**src/hdl/strap_config_pkg.sv**
```systemverilog
// Package: offsets, bit positions, masks and reset values for the strap configuration latch
package strap_config_pkg;

	// Strap bus geometry
	localparam int STRAP_HALF_WIDTH = 16;
	localparam int STRAP_WORD_WIDTH = 32;

	// Register byte offsets on the APB slave
	localparam logic [7:0] ROM_MAP_OFFSET = 8'h00;
	localparam logic [7:0] GP_STATUS_OFFSET = 8'h04;
	localparam logic [7:0] MEM_CONFIG_OFFSET = 8'h08;
	localparam logic [7:0] PANEL_SELECT_OFFSET = 8'h0C;
	localparam logic [7:0] VOLTAGE_FIELD_OFFSET = 8'h10;
	localparam logic [7:0] HOST_WIDTH_OFFSET = 8'h14;
	localparam logic [7:0] STRAP_WORD_OFFSET = 8'h18;

	// Positions inside the latched strap word
	localparam int SW_ROM_OFF = 0;
	localparam int SW_RSVD_ONE = 1;
	localparam int SW_ARCH_LOW = 2;
	localparam int SW_VCLK_DIR = 3;
	localparam int SW_GP_STATUS_LSB = 4;
	localparam int SW_GP_EXTRA = 8;
	localparam int SW_WAKE_SEL = 9;
	localparam int SW_VOLT_AUTO = 11;
	localparam int SW_MEM_LOW = 13;
	localparam int SW_MEM_MID = 14;
	localparam int SW_HOST_WIDE = 15;
	localparam int SW_MEM_HIGH = 16;
	localparam int SW_ARCH_HIGH = 17;
	localparam int SW_PANEL_LSB = 18;
	localparam int SW_LB_SINGLE = 20;
	localparam int SW_LB_LOW_LSB = 22;
	localparam int SW_LB_HIGH_LSB = 28;

	// Register field positions
	localparam int GP_EXTRA_POS = 3;
	localparam int GP_STATUS_POS = 4;
	localparam int MEM_ARCH_POS = 4;
	localparam int MEM_MODE_POS = 5;
	localparam int VOLT_AUTO_EN_POS = 5;

	// Sampled straps stored inverted (pull-down reads as one)
	localparam logic [31:0] STRAP_INVERT_MASK = 32'h000000C3;
	// Bits that software may rewrite through some view
	localparam logic [31:0] STRAP_WRITABLE_MASK = 32'h000CE001;

	// Voltage field after reset: all detectors at the 5 V setting
	localparam logic [4:0] VOLT_FIELD_RESET = 5'h1F;
	localparam logic VOLT_AUTO_EN_RESET = 1'h0;

	typedef enum logic [1:0] {
		CAP_WAIT,
		CAP_HELD
	} capture_state_type;

endpackage

```
**src/hdl/strap_capture.sv**
```systemverilog
// Strap sampler: weak pull-ups during reset, one capture right after reset release
`timescale 1ns/1ps
module strap_capture (
	input wire logic clk,
	input wire logic sys_rst,
	input wire logic [strap_config_pkg::STRAP_HALF_WIDTH-1:0] memDataA,
	input wire logic [strap_config_pkg::STRAP_HALF_WIDTH-1:0] memDataB,
	output logic pullUpEn,
	output logic [strap_config_pkg::STRAP_WORD_WIDTH-1:0] capWord,
	output logic capLoad
);

	strap_config_pkg::capture_state_type state_q;

	// Lines 8 and 11 of bus A swap places, bus B fills the upper half
	function automatic logic [31:0] arrange(input logic [15:0] a, input logic [15:0] b);
		arrange = {b, a[15:12], a[8], a[10], a[9], a[11], a[7:0]};
	endfunction

	// Sample once after release; sampling while reset is still high would race the pads
	always_ff @(posedge clk) begin
		if (sys_rst) begin
			state_q <= strap_config_pkg::CAP_WAIT;
			capLoad <= 1'b0;
			capWord <= '0;
		end else begin
			capLoad <= 1'b0;
			case (state_q)
				strap_config_pkg::CAP_WAIT: begin
					capWord <= arrange(memDataA, memDataB) ^ strap_config_pkg::STRAP_INVERT_MASK;
					capLoad <= 1'b1;
					state_q <= strap_config_pkg::CAP_HELD;
				end
				strap_config_pkg::CAP_HELD: state_q <= strap_config_pkg::CAP_HELD;
				default: state_q <= strap_config_pkg::CAP_WAIT;
			endcase
		end
	end

	// Keepers stay on through reset and the sampling cycle
	always_ff @(posedge clk) begin
		if (sys_rst) begin
			pullUpEn <= 1'b1;
		end else if (state_q == strap_config_pkg::CAP_WAIT) begin
			pullUpEn <= 1'b1;
		end else begin
			pullUpEn <= 1'b0;
		end
	end
endmodule // strap_capture

```
**src/hdl/strap_config_latch.sv**
```systemverilog
// Strap configuration latch: captures the 32-bit strap word and exposes it over APB
//
// Functional notes
// - At reset both memory data buses are sampled into the 32-bit strap word.
// - Strap lines are weakly pulled high so unstrapped lines read high.
// - Only bits 0, 15..13, 19 and 18 may change after power-up.
// - Bit 0 is ROM mapping, read/write in ROM map register bit 0.
// - Bit 1 is reserved, read-only in ROM map register bit 1.
// - Bits 2 and 17 pick bus architecture; bit 17 read-only in memory config bit 4.
// - Bit 3 low makes both video clock pins inputs, high makes them outputs.
// - Straps 4..7 and bit 8 are read-only general status bits.
// - Bit 11 low forces detectors to the voltage field (5 V at reset).
// - Bit 9 selects the wake-up port scheme.
// - Bits 13, 14, 16 pick memory mode; shown in memory config bits 5..7.
// - Bit 15 selects a 16-bit or 32-bit host.
// - Bits 18 and 19 load the read/write panel type field.
// - Bit 20 selects double-rate or single-rate local bus clock.
// - Bits 27..22 and 31..28 preload the local bus interface registers.
// - Bits 0, 1, 6, 7 are stored inverted relative to the pin.
// - Bits 10, 12 and 21 are captured but have no register view.
`timescale 1ns/1ps
module strap_config_latch #(
	parameter int ADDR_WIDTH = 8
) (
	input wire logic clk,
	input wire logic sys_rst,
	// APB slave
	input wire logic psel,
	input wire logic penable,
	input wire logic pwrite,
	input wire logic [ADDR_WIDTH-1:0] paddr,
	input wire logic [31:0] pwdata,
	output logic [31:0] prdata,
	output logic pready,
	output logic pslverr,
	// Strap pins
	input wire logic [strap_config_pkg::STRAP_HALF_WIDTH-1:0] memDataA,
	input wire logic [strap_config_pkg::STRAP_HALF_WIDTH-1:0] memDataB,
	output logic strapPullUpEn,
	// Video clock pins, three signals each
	input wire logic videoClockOneIn,
	output logic videoClockOneOut,
	output logic videoClockOneOe,
	input wire logic videoClockTwoIn,
	output logic videoClockTwoOut,
	output logic videoClockTwoOe,
	input wire logic pixelClockSrc,
	output logic [1:0] videoClockMon,
	// Voltage detection
	input wire logic [4:0] autoVoltDetect,
	output logic [4:0] voltDetect,
	// Decoded configuration
	output logic configValid,
	output logic romMappedOut,
	output logic [1:0] busArch,
	output logic wakeAltPorts,
	output logic [2:0] memMode,
	output logic hostIs32,
	output logic [1:0] panelType,
	output logic localBusSingleRate,
	output logic [5:0] lbIfCfgLow,
	output logic [3:0] lbIfCfgHigh
);

	logic [31:0] liveWord_q;
	logic [4:0] voltField_q;
	logic autoVoltEn_q;
	logic [31:0] capWord;
	logic capLoad;
	logic [7:0] offset;
	logic accessPhase;
	logic wrAccept;

	// Sampler with its own pull-up control
	strap_capture u_capture (
		.clk(clk),
		.sys_rst(sys_rst),
		.memDataA(memDataA),
		.memDataB(memDataB),
		.pullUpEn(strapPullUpEn),
		.capWord(capWord),
		.capLoad(capLoad)
	);

	// Decode of the low address byte
	assign offset = 8'(paddr);
	assign accessPhase = psel && penable && !pready;
	// A write lands at the edge where pready is sampled high
	assign wrAccept = psel && penable && pready && pwrite && !pslverr;

	function automatic logic isMapped(input logic [7:0] off);
		case (off)
			strap_config_pkg::ROM_MAP_OFFSET,
			strap_config_pkg::GP_STATUS_OFFSET,
			strap_config_pkg::MEM_CONFIG_OFFSET,
			strap_config_pkg::PANEL_SELECT_OFFSET,
			strap_config_pkg::VOLTAGE_FIELD_OFFSET,
			strap_config_pkg::HOST_WIDTH_OFFSET,
			strap_config_pkg::STRAP_WORD_OFFSET: isMapped = 1'b1;
			default: isMapped = 1'b0;
		endcase
	endfunction

	// Read view of each register; reserved bits read zero
	function automatic logic [31:0] readReg(input logic [7:0] off, input logic [31:0] w,
			input logic [4:0] vf, input logic ae);
		readReg = '0;
		case (off)
			strap_config_pkg::ROM_MAP_OFFSET:
				readReg[1:0] = w[strap_config_pkg::SW_RSVD_ONE:strap_config_pkg::SW_ROM_OFF];
			strap_config_pkg::GP_STATUS_OFFSET: begin
				readReg[7:4] = w[strap_config_pkg::SW_GP_STATUS_LSB +: 4];
				readReg[strap_config_pkg::GP_EXTRA_POS] = w[strap_config_pkg::SW_GP_EXTRA];
			end
			strap_config_pkg::MEM_CONFIG_OFFSET: begin
				readReg[strap_config_pkg::MEM_ARCH_POS] = w[strap_config_pkg::SW_ARCH_HIGH];
				readReg[strap_config_pkg::MEM_MODE_POS] = w[strap_config_pkg::SW_MEM_LOW];
				readReg[strap_config_pkg::MEM_MODE_POS+1] = w[strap_config_pkg::SW_MEM_MID];
				readReg[strap_config_pkg::MEM_MODE_POS+2] = w[strap_config_pkg::SW_MEM_HIGH];
			end
			strap_config_pkg::PANEL_SELECT_OFFSET:
				readReg[1:0] = w[strap_config_pkg::SW_PANEL_LSB +: 2];
			strap_config_pkg::VOLTAGE_FIELD_OFFSET: begin
				readReg[4:0] = vf;
				readReg[strap_config_pkg::VOLT_AUTO_EN_POS] = ae;
			end
			strap_config_pkg::HOST_WIDTH_OFFSET:
				readReg[0] = w[strap_config_pkg::SW_HOST_WIDE];
			strap_config_pkg::STRAP_WORD_OFFSET:
				readReg = w & ~32'h00201400;
			default: readReg = '0;
		endcase
	endfunction

	// APB answer: one wait state, then pready for one cycle
	always_ff @(posedge clk) begin
		if (sys_rst) begin
			pready <= 1'b0;
			pslverr <= 1'b0;
			prdata <= '0;
		end else if (accessPhase) begin
			pready <= 1'b1;
			pslverr <= !isMapped(offset);
			prdata <= pwrite ? 32'h00000000 : readReg(offset, liveWord_q, voltField_q, autoVoltEn_q);
		end else begin
			pready <= 1'b0;
			pslverr <= 1'b0;
			prdata <= '0;
		end
	end

	// Latched word: loaded from the sampler, then only writable bits change
	always_ff @(posedge clk) begin
		if (sys_rst) begin
			liveWord_q <= '0;
		end else if (capLoad) begin
			liveWord_q <= capWord;
		end else if (wrAccept) begin
			case (offset)
				strap_config_pkg::ROM_MAP_OFFSET:
					liveWord_q[strap_config_pkg::SW_ROM_OFF] <= pwdata[0];
				strap_config_pkg::MEM_CONFIG_OFFSET: begin
					liveWord_q[strap_config_pkg::SW_MEM_LOW] <= pwdata[strap_config_pkg::MEM_MODE_POS];
					liveWord_q[strap_config_pkg::SW_MEM_MID] <= pwdata[strap_config_pkg::MEM_MODE_POS+1];
				end
				strap_config_pkg::PANEL_SELECT_OFFSET:
					liveWord_q[strap_config_pkg::SW_PANEL_LSB +: 2] <= pwdata[1:0];
				strap_config_pkg::HOST_WIDTH_OFFSET:
					liveWord_q[strap_config_pkg::SW_HOST_WIDE] <= pwdata[0];
				default: liveWord_q <= liveWord_q; // Read-only views drop the write
			endcase
		end
	end

	// Voltage field and auto-detect enable, plain software registers
	always_ff @(posedge clk) begin
		if (sys_rst) begin
			voltField_q <= strap_config_pkg::VOLT_FIELD_RESET;
			autoVoltEn_q <= strap_config_pkg::VOLT_AUTO_EN_RESET;
		end else if (wrAccept && offset == strap_config_pkg::VOLTAGE_FIELD_OFFSET) begin
			voltField_q <= pwdata[4:0];
			autoVoltEn_q <= pwdata[strap_config_pkg::VOLT_AUTO_EN_POS];
		end
	end

	// Valid flag rises once the sampler has delivered
	always_ff @(posedge clk) begin
		if (sys_rst) begin
			configValid <= 1'b0;
		end else if (capLoad) begin
			configValid <= 1'b1;
		end
	end

	// Detector drive: forced strap overrides the enable bit, so software cannot
	// switch on auto-detect on a board strapped for a fixed supply
	always_ff @(posedge clk) begin
		if (sys_rst) begin
			voltDetect <= strap_config_pkg::VOLT_FIELD_RESET;
		end else if (!liveWord_q[strap_config_pkg::SW_VOLT_AUTO] || !autoVoltEn_q) begin
			voltDetect <= voltField_q;
		end else begin
			voltDetect <= autoVoltDetect;
		end
	end

	// Video clock pins: drive both only when strapped as outputs
	always_ff @(posedge clk) begin
		if (sys_rst) begin
			videoClockOneOe <= 1'b0;
			videoClockTwoOe <= 1'b0;
			videoClockOneOut <= 1'b0;
			videoClockTwoOut <= 1'b0;
			videoClockMon <= 2'h0;
		end else begin
			videoClockOneOe <= liveWord_q[strap_config_pkg::SW_VCLK_DIR];
			videoClockTwoOe <= liveWord_q[strap_config_pkg::SW_VCLK_DIR];
			videoClockOneOut <= pixelClockSrc;
			videoClockTwoOut <= pixelClockSrc;
			// Monitor shows the clock actually on the pins
			videoClockMon <= liveWord_q[strap_config_pkg::SW_VCLK_DIR] ?
				{pixelClockSrc, pixelClockSrc} : {videoClockTwoIn, videoClockOneIn};
		end
	end

	// Decoded configuration outputs, registered from the live word
	always_ff @(posedge clk) begin
		if (sys_rst) begin
			romMappedOut <= 1'b0;
			busArch <= 2'h0;
			wakeAltPorts <= 1'b0;
			memMode <= 3'h0;
			hostIs32 <= 1'b0;
			panelType <= 2'h0;
			localBusSingleRate <= 1'b0;
			lbIfCfgLow <= 6'h00;
			lbIfCfgHigh <= 4'h0;
		end else begin
			romMappedOut <= liveWord_q[strap_config_pkg::SW_ROM_OFF];
			busArch <= {liveWord_q[strap_config_pkg::SW_ARCH_HIGH], liveWord_q[strap_config_pkg::SW_ARCH_LOW]};
			wakeAltPorts <= liveWord_q[strap_config_pkg::SW_WAKE_SEL];
			memMode <= {liveWord_q[strap_config_pkg::SW_MEM_HIGH], liveWord_q[strap_config_pkg::SW_MEM_MID],
				liveWord_q[strap_config_pkg::SW_MEM_LOW]};
			hostIs32 <= liveWord_q[strap_config_pkg::SW_HOST_WIDE];
			panelType <= liveWord_q[strap_config_pkg::SW_PANEL_LSB +: 2];
			localBusSingleRate <= liveWord_q[strap_config_pkg::SW_LB_SINGLE];
			lbIfCfgLow <= liveWord_q[strap_config_pkg::SW_LB_LOW_LSB +: 6];
			lbIfCfgHigh <= liveWord_q[strap_config_pkg::SW_LB_HIGH_LSB +: 4];
		end
	end
endmodule // strap_config_latch

```
**config.mk**
```make
export PLATFORM = sky130hd
export DESIGN_NAME = strap_config_latch
export DESIGN_NICKNAME = d
export VERILOG_FILES = /design/src/hdl/strap_config_pkg.sv /design/src/hdl/strap_capture.sv /design/src/hdl/strap_config_latch.sv
export SDC_FILE = /design/constraint.sdc
export NUM_CORES = 1
export LEC_CHECK = 0
export BUFFER_PORTS_ARGS = -buffer_cell sky130_fd_sc_hd__clkbuf_2
export CORE_MARGIN = 2
export CORE_UTILIZATION = 30
export CTS_BUF_LIST = sky130_fd_sc_hd__clkbuf_2
export CTS_CLUSTER_DIAMETER = 40
export DETAILED_ROUTE_END_ITERATION = 6
export SETUP_SLACK_MARGIN = 0.15
export SYNTH_ARGS = -nofsm -noshare
export SYNTH_HDL_FRONTEND = slang
export SYNTH_SLANG_ARGS = --single-unit
```
**constraint.sdc**
```tcl
create_clock -name clk -period 5.3 [get_ports clk]
set_clock_uncertainty 0.2 [all_clocks]
set_input_delay 0.795 -clock clk [delete_from_list [all_inputs] [get_ports clk]]
set_output_delay 0.795 -clock clk [all_outputs]
set_load 0.01 [all_outputs]
```
## After elaboration in Yosys (flattened, before gate mapping)

Index checks and enable logic that the tools add are counted.
W data, S select, Z words.

- Register bits: 139
- Output and inout bits: 68

- Eq/ne operators: 7
- Multiplexer cells: 20
- Bitwise logic cells: 3
- Reduce and logical (&&, ||, !) cells: 30

Operators with widths:

| kind | count |
|---|---|
| $mux W32 | 1 |
| $eq A8 B5 Y1 const B | 3 |
| $mux W20 | 1 |
| $eq A8 B4 Y1 const B | 2 |
| $reduce_bool A2 Y1 | 5 |
| $eq A8 B3 Y1 const B | 1 |
| $logic_not A8 Y1 | 1 |
| $mux W1 | 8 |
| $reduce_and A2 Y1 | 4 |
| $reduce_or A2 Y1 | 4 |
| $reduce_or A7 Y1 | 1 |
| $logic_and A1 B1 Y1 | 6 |
| $mux W2 | 3 |
| $pmux W1 S3 | 2 |
| $pmux W2 S3 | 1 |
| $logic_not A1 Y1 | 5 |
| $mux W5 | 1 |
| $not A4 Y4 | 1 |
| $pmux W1 S4 | 1 |
| $pmux W2 S2 | 1 |
| $reduce_or A4 Y1 | 1 |
| $reduce_or A3 Y1 | 1 |
| $eq A2 B1 Y1 const B | 1 |
| $logic_not A2 Y1 | 1 |
| other kinds (3) | 4 |

## Depth between registers and ports, before layout

Gate-level depths: netlist of the first run.

- Depth in word-level cells: 6
- Gate-level depth with buffers: 6

## Modules after synthesis

A second synthesis of the first run with hierarchy kept.

- Cell total of the unflattened synthesis: 447
- Area, all modules: 4725.8 sq um

By module, submodules not included:

| module | instances | cells each | area an instance (sq um) | sequential area each (sq um) |
|---|---|---|---|---|
| strap_config_latch | 1 | 333 | 3493.4 | 1941.9 |
| strap_capture | 1 | 114 | 1232.4 | 700.7 |

## Least setup slack after synthesis of the first run

Ideal clock, no wire load.

- Path type: input to register
- Start point: input port paddr[5]
- End point: register prdata[11]
- Setup time: 59 ps
- Data arrival time: 2261 ps
- Data required time: 5041 ps
- Setup slack: 2779 ps
- Stages: 6
- Buffers on the path: 2
- Cells stage by stage: or4_1 > or4_1 > buf_6 > nor2_8 > buf_6 > and2_1

- Longest elaborated chain between the ends: 3

Ends and longest elaborated chain:

| what | line | text |
|---|---|---|
| start: declaration | strap_config_latch.sv:31 | `input wire logic [ADDR_WIDTH-1:0] paddr,` |
| $eq A8 B5 Y1 | strap_config_latch.sv:108 | `case (off)` |
| $not A1 Y1 (no line) | - |  |
| $reduce_or A4 Y1 (no line) | - |  |
| end signal: assignment | strap_config_latch.sv:144 | `prdata <= pwrite ? 32'h00000000 : readReg(offset, liveWord_q, voltField_q, autoVoltEn_q);` |
| end: declaration | strap_config_latch.sv:33 | `output logic [31:0] prdata,` |

Every way passes these cells.
A chain may end at the register's enable or synchronous reset.

## Worst setup path after layout of the first run

- Start point: register pslverr
- End point: output port pslverr

RTL lines:

| what | line | text |
|---|---|---|
| start: declaration | strap_config_latch.sv:35 | `output logic pslverr,` |
| start signal: assignment | strap_config_latch.sv:143 | `pslverr <= !isMapped(offset);` |

No word-level cell between the ends.

==> key figures, run 1 <==
Status
  – Status: finished, final reports clean

Worst setup path
  – Delay-heaviest family, CP: flip-flops
  – CP endpoint kind: primary output
  – Slowest CP cell: dfxtp_1
  – Worst Path Required: 4300 ps
  – CP max stage delay: 400 ps
  – Crit path arrival time: 1240 ps
  – Startpoint Class: flip-flop
  – Reg2Reg Depth: 4
  – CP cell instances: clkbuf_2
  – Stages on worst setup path: 1
  – Crit-path max FO: 2
  – CP Buf/Inv Count: 1
  – Critical path class: reg2out

Clock network
  – Post-CTS Resized: 0
  – Post-CTS Setup Bufs: 0
  – Clock-pin slew on the worst setup and hold paths: 180 ps
  – Root buf cell: clkbuf_2
  – TritonCTS Buffers: 17
  – H-tree depth: 4
  – CTS Sinks: 129
  – CTS Buffer Depth: 2
  – # hold bufs at CTS: 0
  – TritonCTS clock tree: built
  – Worst-Skew Late Latency: 690 ps

Floorplanning
  – FP Rows: 44
  – Die ar.: 15800 sq um
  – Initial Util: 0.306
  – Die Ht: 126 um
  – Die width: 126 um
  – Core Area: 14500 sq um
  – # IOs: 153

Logic synthesis
  – Syn Inst Count: 426
  – Syn_area_per_cell: 10.5 sq um
  – Post-synth ARST share: 0
  – Register area share after synthesis: 0.580
  – EDFF count, synth: 0
  – Top FF cell, synth: dfxtp_1
  – Syn. warnings: 0
  – Yosys reg bits: 129
  – Unique masters post-synth: 35
  – Synthesized cell area: 4450 sq um

Routing
  – Initial DRT Pass Iterations: 4
  – Number of DRC markers in iteration 0: 145
  – Routed length per instance: 13.8 um
  – DRT Wirelength: 10.2 mm
  – Via count: 3280
  – Detailed-route DRC error count: 0
  – Via/cell ratio: 4.44
  – Post-route ant nets: 0

Min path
  – Worst Hold Depth: 3
  – HP Class: in2reg

STA
  – Max Slew Vio Count: 0
  – Period utilization: 0.421
  – RSZ-0062 raised after global routing: no
  – Slew Limit Headroom: 0.335
  – Hold WS: 121 ps
  – Hold Vio Cnt, Final: 0
  – Final min period: 2230 ps
  – Setup_tns: 0 ps
  – Least-Margin Pin Slew: 997 ps
  – Setup-failing EPs final: 0
  – Fmax: 0.448 GHz

Global routing
  – Global route overflow: 0
  – Initial antenna violation count: 2
  – Vias in the first global route: 3197
  – First-pass GRT wire length: 16.2 mm
  – GRT Util Overall: 0.133
  – Largest net degree at the start of global routing: 88

Power
  – PwrDens: 332 nW/um^2
  – Pleak: 2.55 nW
  – Total design power: 1.80 mW
  – Max VDD drop: 0.116 mV

Layout
  – Nets@finish: 625
  – Layout cells sized above 1: 0.282
  – Register Area: 2580 sq um
  – Area occupied by multi-input gates: 1720 sq um
  – Area added between synthesis and finish: 21.9%
  – Filler Cell Count: 1474

Placed design
  – HPWL Detailed: 6.98 mm
  – IO buf count: 121
  – GP Congestion: 0.786

Job
  – Total of max-cap violations: 0
[through the flow]
stage	cell area [sq um]	setup WS, ps	utilization	cells
after floorplan	4460	2780	-	428
after global placement	5160	2350	0.355	705
after detailed placement	5160	2340	0.355	705
after CTS	5420	2960	0.373	737
after global routing	5420	2950	0.373	737
final	5430	3070	0.373	739
[cell usage after synthesis (3+ instances only)]
library cell / count / share of area
and2_1: 21 / 0.029
mux2i_1: 62 / 0.14
a22oi_1: 5 / 0.0084
dfxtp_1: 129 / 0.58
buf_6: 3 / 0.0076
a21oi_1: 9 / 0.010
clkbuf_1: 20 / 0.017
buf_4: 5 / 0.0084
nor2_1: 76 / 0.064
nor2b_1: 26 / 0.037
nand2_1: 14 / 0.012
nand2b_1: 5 / 0.0070
inv_1: 3 / 0.0025
nand4_1: 4 / 0.0056
nand3_1: 11 / 0.012
a211oi_1: 4 / 0.0067
[final timing paths]
path | to | slack (ps) | start
max | pslverr | 3070 | pslverr
max reg2reg | prdata[26] | 3250 | pready
min reg2reg | lbIfCfgLow[5] | 290 | liveWord_q[27]
min | voltField_q[3] | 120 | pwdata[3]
[cells by family after synthesis]
| group | after synthesis | synth area share |
|---|---|---|
| other | 1 | 0.000842 |
| buffers and inverters | 32 | 0.0362 |
| muxes | 64 | 0.144 |
| DFF | 129 | 0.580 |
| and+or+nand+nor | 174 | 0.201 |
| AOI/OAI and AO/OA | 26 | 0.0376 |
[registers in the layout (all words and copies together) (netlist names), 2 cells and up]
name,count
liveWord_q,29
prdata,29
u_capture.capWord,29
lbIfCfgLow,6
voltDetect,5
voltField_q,5
lbIfCfgHigh,4
memMode,3
busArch,2
panelType,2
videoClockMon,2
[where the power goes]
part	switching, mW	total [mW]	internal [mW]	leakage, nW
Sequential	0.0274	1.03	0.999	1.05
Clock	0.357	0.669	0.311	0.167
Combinational	0.0523	0.106	0.0536	1.34
[per-layer routing]
metal | GRT usage | wire (um)
met1 | 0.153 | 4330
met2 | 0.213 | 4820
met3 | 0.0582 | 783
met4 | 0.0640 | 225
met5 | 0 | 11
[final cells by class]
cell class	instances	share of cell area
diodes	2	0.000922
clock buffers	20	0.0184
clock inverters	12	0.0304
inverters	3	0.00207
multi-input cells	267	0.317
flip-flops and latches	129	0.476
well taps	184	0.0424
repair buffers	122	0.113
[cells in the final DEF (no fill, tap or decap), types with 2 or more instances in the layout]
cell type | netlist | final
clkinv_4 | 0 | 2
o21ai_1 | 2 | 2
clkinv_2 | 0 | 4
conb_1 | 1 | 3
nor2b_1 | 26 | 26
nor2_1 | 76 | 76
nor3_1 | 2 | 2
nor3b_1 | 2 | 2
clkinv_1 | 0 | 2
or4_1 | 2 | 2
nand4_1 | 4 | 4
and4_1 | 2 | 2
dfxtp_2 | 0 | 2
clkbuf_2 | 0 | 140
a2bb2oi_1 | 2 | 2
and2_1 | 21 | 21
inv_1 | 3 | 3
diode_2 | 0 | 2
a31oi_1 | 2 | 2
mux2_1 | 2 | 2
a22oi_1 | 5 | 5
mux2i_1 | 62 | 62
bufinv_16 | 0 | 4
dfxtp_1 | 129 | 127
nand3b_1 | 2 | 2
a211oi_1 | 4 | 4
a21oi_1 | 9 | 9
nand2_1 | 14 | 14
nand2b_1 | 5 | 5
a21o_1 | 2 | 2
nand3_1 | 11 | 11
Power figures use the tool's default switching activity.
==> run 2, diff against run 1 <==
==> constraint.sdc (replaced) <==
create_clock -name clk -period 2.13 [get_ports clk]
set_clock_uncertainty 0.2 [all_clocks]
set_input_delay 0.3195 -clock clk [delete_from_list [all_inputs] [get_ports clk]]
set_output_delay 0.3195 -clock clk [all_outputs]
set_load 0.01 [all_outputs]
==> run 2 against run 1 <==
  * Critical path depth rose by 6
  * Total power rose to 2.6 times the previous value
  * Non-clock buffer count rose by 88
  * Via count rose by 12%
  * Global-route usage rose by 1.2 points
  * First-iteration DRC count rose by 18%
  * Sequential power rose by 150%
  * Cell count rose by 12%
  * Clock power rose by 150%
  * Hold slack got worse by 39 ps
  * Die area did not move
  * Critical endpoint is now pslverr
==> key figures, run 2 (synthesis results as in run 1) <==
Status
  – Status: finished, final reports clean

Worst setup path
  – CP startpoint: paddr[1]
  – R2r startpoint: pready
  – Slowest CP cell: dlygate4sd3_1
  – CP Buf/Inv Count: 5
  – Most used cell, CP: dlygate4sd3_1
  – Worst Path Required: 2530 ps
  – CP cell instances: dlygate4sd3_1, clkbuf_2, buf_4, nor2_1, dlygate4sd3_1, a31oi_1, dlygate4sd3_1
  – CP max stage delay: 580 ps
  – Critical path class: in2reg
  – R2R Path End: prdata[22]
  – Reg2Reg Depth: 5
  – Crit-path max FO: 2
  – Stages on worst setup path: 7
  – CP endpoint kind: flip-flop
  – R2R Setup Slk: 320 ps
  – Startpoint Class: input pin
  – Crit path arrival time: 2430 ps
  – Delay-heaviest family, CP: buffers and inverters

Global routing
  – Initial antenna violation count: 1
  – Vias in the first global route: 3584
  – First-pass GRT wire length: 18.0 mm
  – Largest net degree at the start of global routing: 50
  – Global route overflow: 0
  – GRT Util Overall: 0.145

Power
  – Total design power: 4.61 mW
  – Pleak: 2.98 nW
  – Max VDD drop: 0.402 mV
  – PwrDens: 730 nW/um^2

Floorplanning
  – Initial Util: 0.306
  – # IOs: 153
  – Core Area: 14500 sq um
  – FP Rows: 44
  – Die Ht: 126 um
  – Die ar.: 15800 sq um
  – Die width: 126 um

Placed design
  – GP Congestion: 0.769
  – HPWL Detailed: 7.60 mm
  – IO buf count: 121
  – Placed cells: 717

Routing
  – Post-route ant nets: 0
  – Number of DRC markers in iteration 0: 171
  – Via count: 3662
  – Via/cell ratio: 4.43
  – Detailed-route DRC error count: 0
  – Initial DRT Pass Iterations: 4
  – Routed length per instance: 13.6 um
  – DRT Wirelength: 11.3 mm

Layout
  – Post-Layout Cell Count: 827
  – Final core utilization: 0.434
  – Commonest non-fill, non-tap cell in the layout: clkbuf_2
  – Area added between synthesis and finish: 41.7%
  – Nets@finish: 713
  – Layout cells sized above 1: 0.268
  – Regs by FF count: liveWord_q x29, prdata x29, u_capture.capWord x29
  – Most frequent cells in the layout: 142 x clkbuf_2, 127 x dfxtp_1, 76 x nor2_1, 74 x dlygate4sd3_1, 62 x mux2i_1
  – Filler Cell Count: 1437

Clock network
  – Root buf cell: clkbuf_2
  – H-tree depth: 4
  – TritonCTS clock tree: built
  – TritonCTS Buffers: 17
  – Clock-pin slew on the worst setup and hold paths: 190 ps
  – CTS Buffer Depth: 2
  – Worst-Skew Late Latency: 680 ps
  – CTS Sinks: 129

STA
  – Least-Margin Pin Slew: 541 ps
  – Period utilization: 0.953
  – Hold Vio Cnt, Final: 0
  – Fmax: 0.493 GHz
  – RSZ-0062 raised after global routing: no
  – Final min period: 2030 ps
  – Setup-failing EPs final: 0
  – Hold WS: 81.9 ps
  – Max Slew Vio Count: 0
  – Slew Limit Headroom: 0.640
  – Setup_tns: 0 ps

Min path
  – Hold_sp: paddr[5]
  – Hold Path Sink: prdata[5]
  – HP Class: in2reg
  – Worst Hold Depth: 5

Job
  – Total of max-cap violations: 0
run 2: layer usage:
| layer | share of wire | GRT usage | wire length [um] | vias up |
|---|---|---|---|---|
| met5 | 0 | 0 | 0 | - |
| met4 | 0.017 | 0.0595 | 190 | 0 |
| met3 | 0.045 | 0.0425 | 512 | 14 |
| met2 | 0.49 | 0.241 | 5540 | 102 |
| met1 | 0.44 | 0.176 | 5010 | 1720 |
| li1 | - | - | - | 1826 |
run 2: how the worst max path moves through the flow:
| stage | endpoint | slack (ps) |
|---|---|---|
| finish | pslverr | 100 |
| global route | pslverr | 170 |
| CTS | u_capture.capWord[9] | 170 |
| detailed placement | prdata[14] | -150 |
| global placement | prdata[19] | -140 |
| floorplan | prdata[11] | 90 |
run 2: area by class of cell:
| type | count | area, sq um | area share |
|---|---|---|---|
| Antenna cell | 2 | 5.00 | 0.000793 |
| Clock buffer | 22 | 110 | 0.0174 |
| Clock inverter | 10 | 160 | 0.0254 |
| Inverter | 3 | 11.3 | 0.00178 |
| Multi-Input combinational cell | 267 | 1720 | 0.273 |
| Sequential cell | 129 | 2590 | 0.410 |
| Tap cell | 184 | 230 | 0.0365 |
| Timing Repair Buffer | 210 | 1480 | 0.235 |
run 2: report_power, final:
| group | internal, mW | total (mW) | switching [mW] | leakage, nW |
|---|---|---|---|---|
| clock | 0.794 | 1.66 | 0.862 | 0.170 |
| sequential | 2.48 | 2.53 | 0.0459 | 1.05 |
| combinational | 0.235 | 0.420 | 0.184 | 1.76 |
run 2: timing repair:
| action | CTS | global route |
|---|---|---|
| hold endpoints to repair | 79 | 25 |
| hold buffers | 72 | 2 |
| endpoints found under the setup margin | 0 | 30 |
| buffers inserted | 0 | 2 |
| gates resized for setup | 0 | 2 |
run 2: tightest hold or removal path, delay by kind of cell:
kind | cells | cell delay (ps)
buffers and inverters | 2 | 260
AND/OR/NAND/NOR | 3 | 370
run 2: metrics by stage:
step / area (sq um) / worst slack, ps
floorplan: 4460 / 86.3
global placement: 5270 / -142
detailed placement: 5270 / -149
CTS: 6260 / 171
global route: 6310 / 168
finish: 6310 / 100
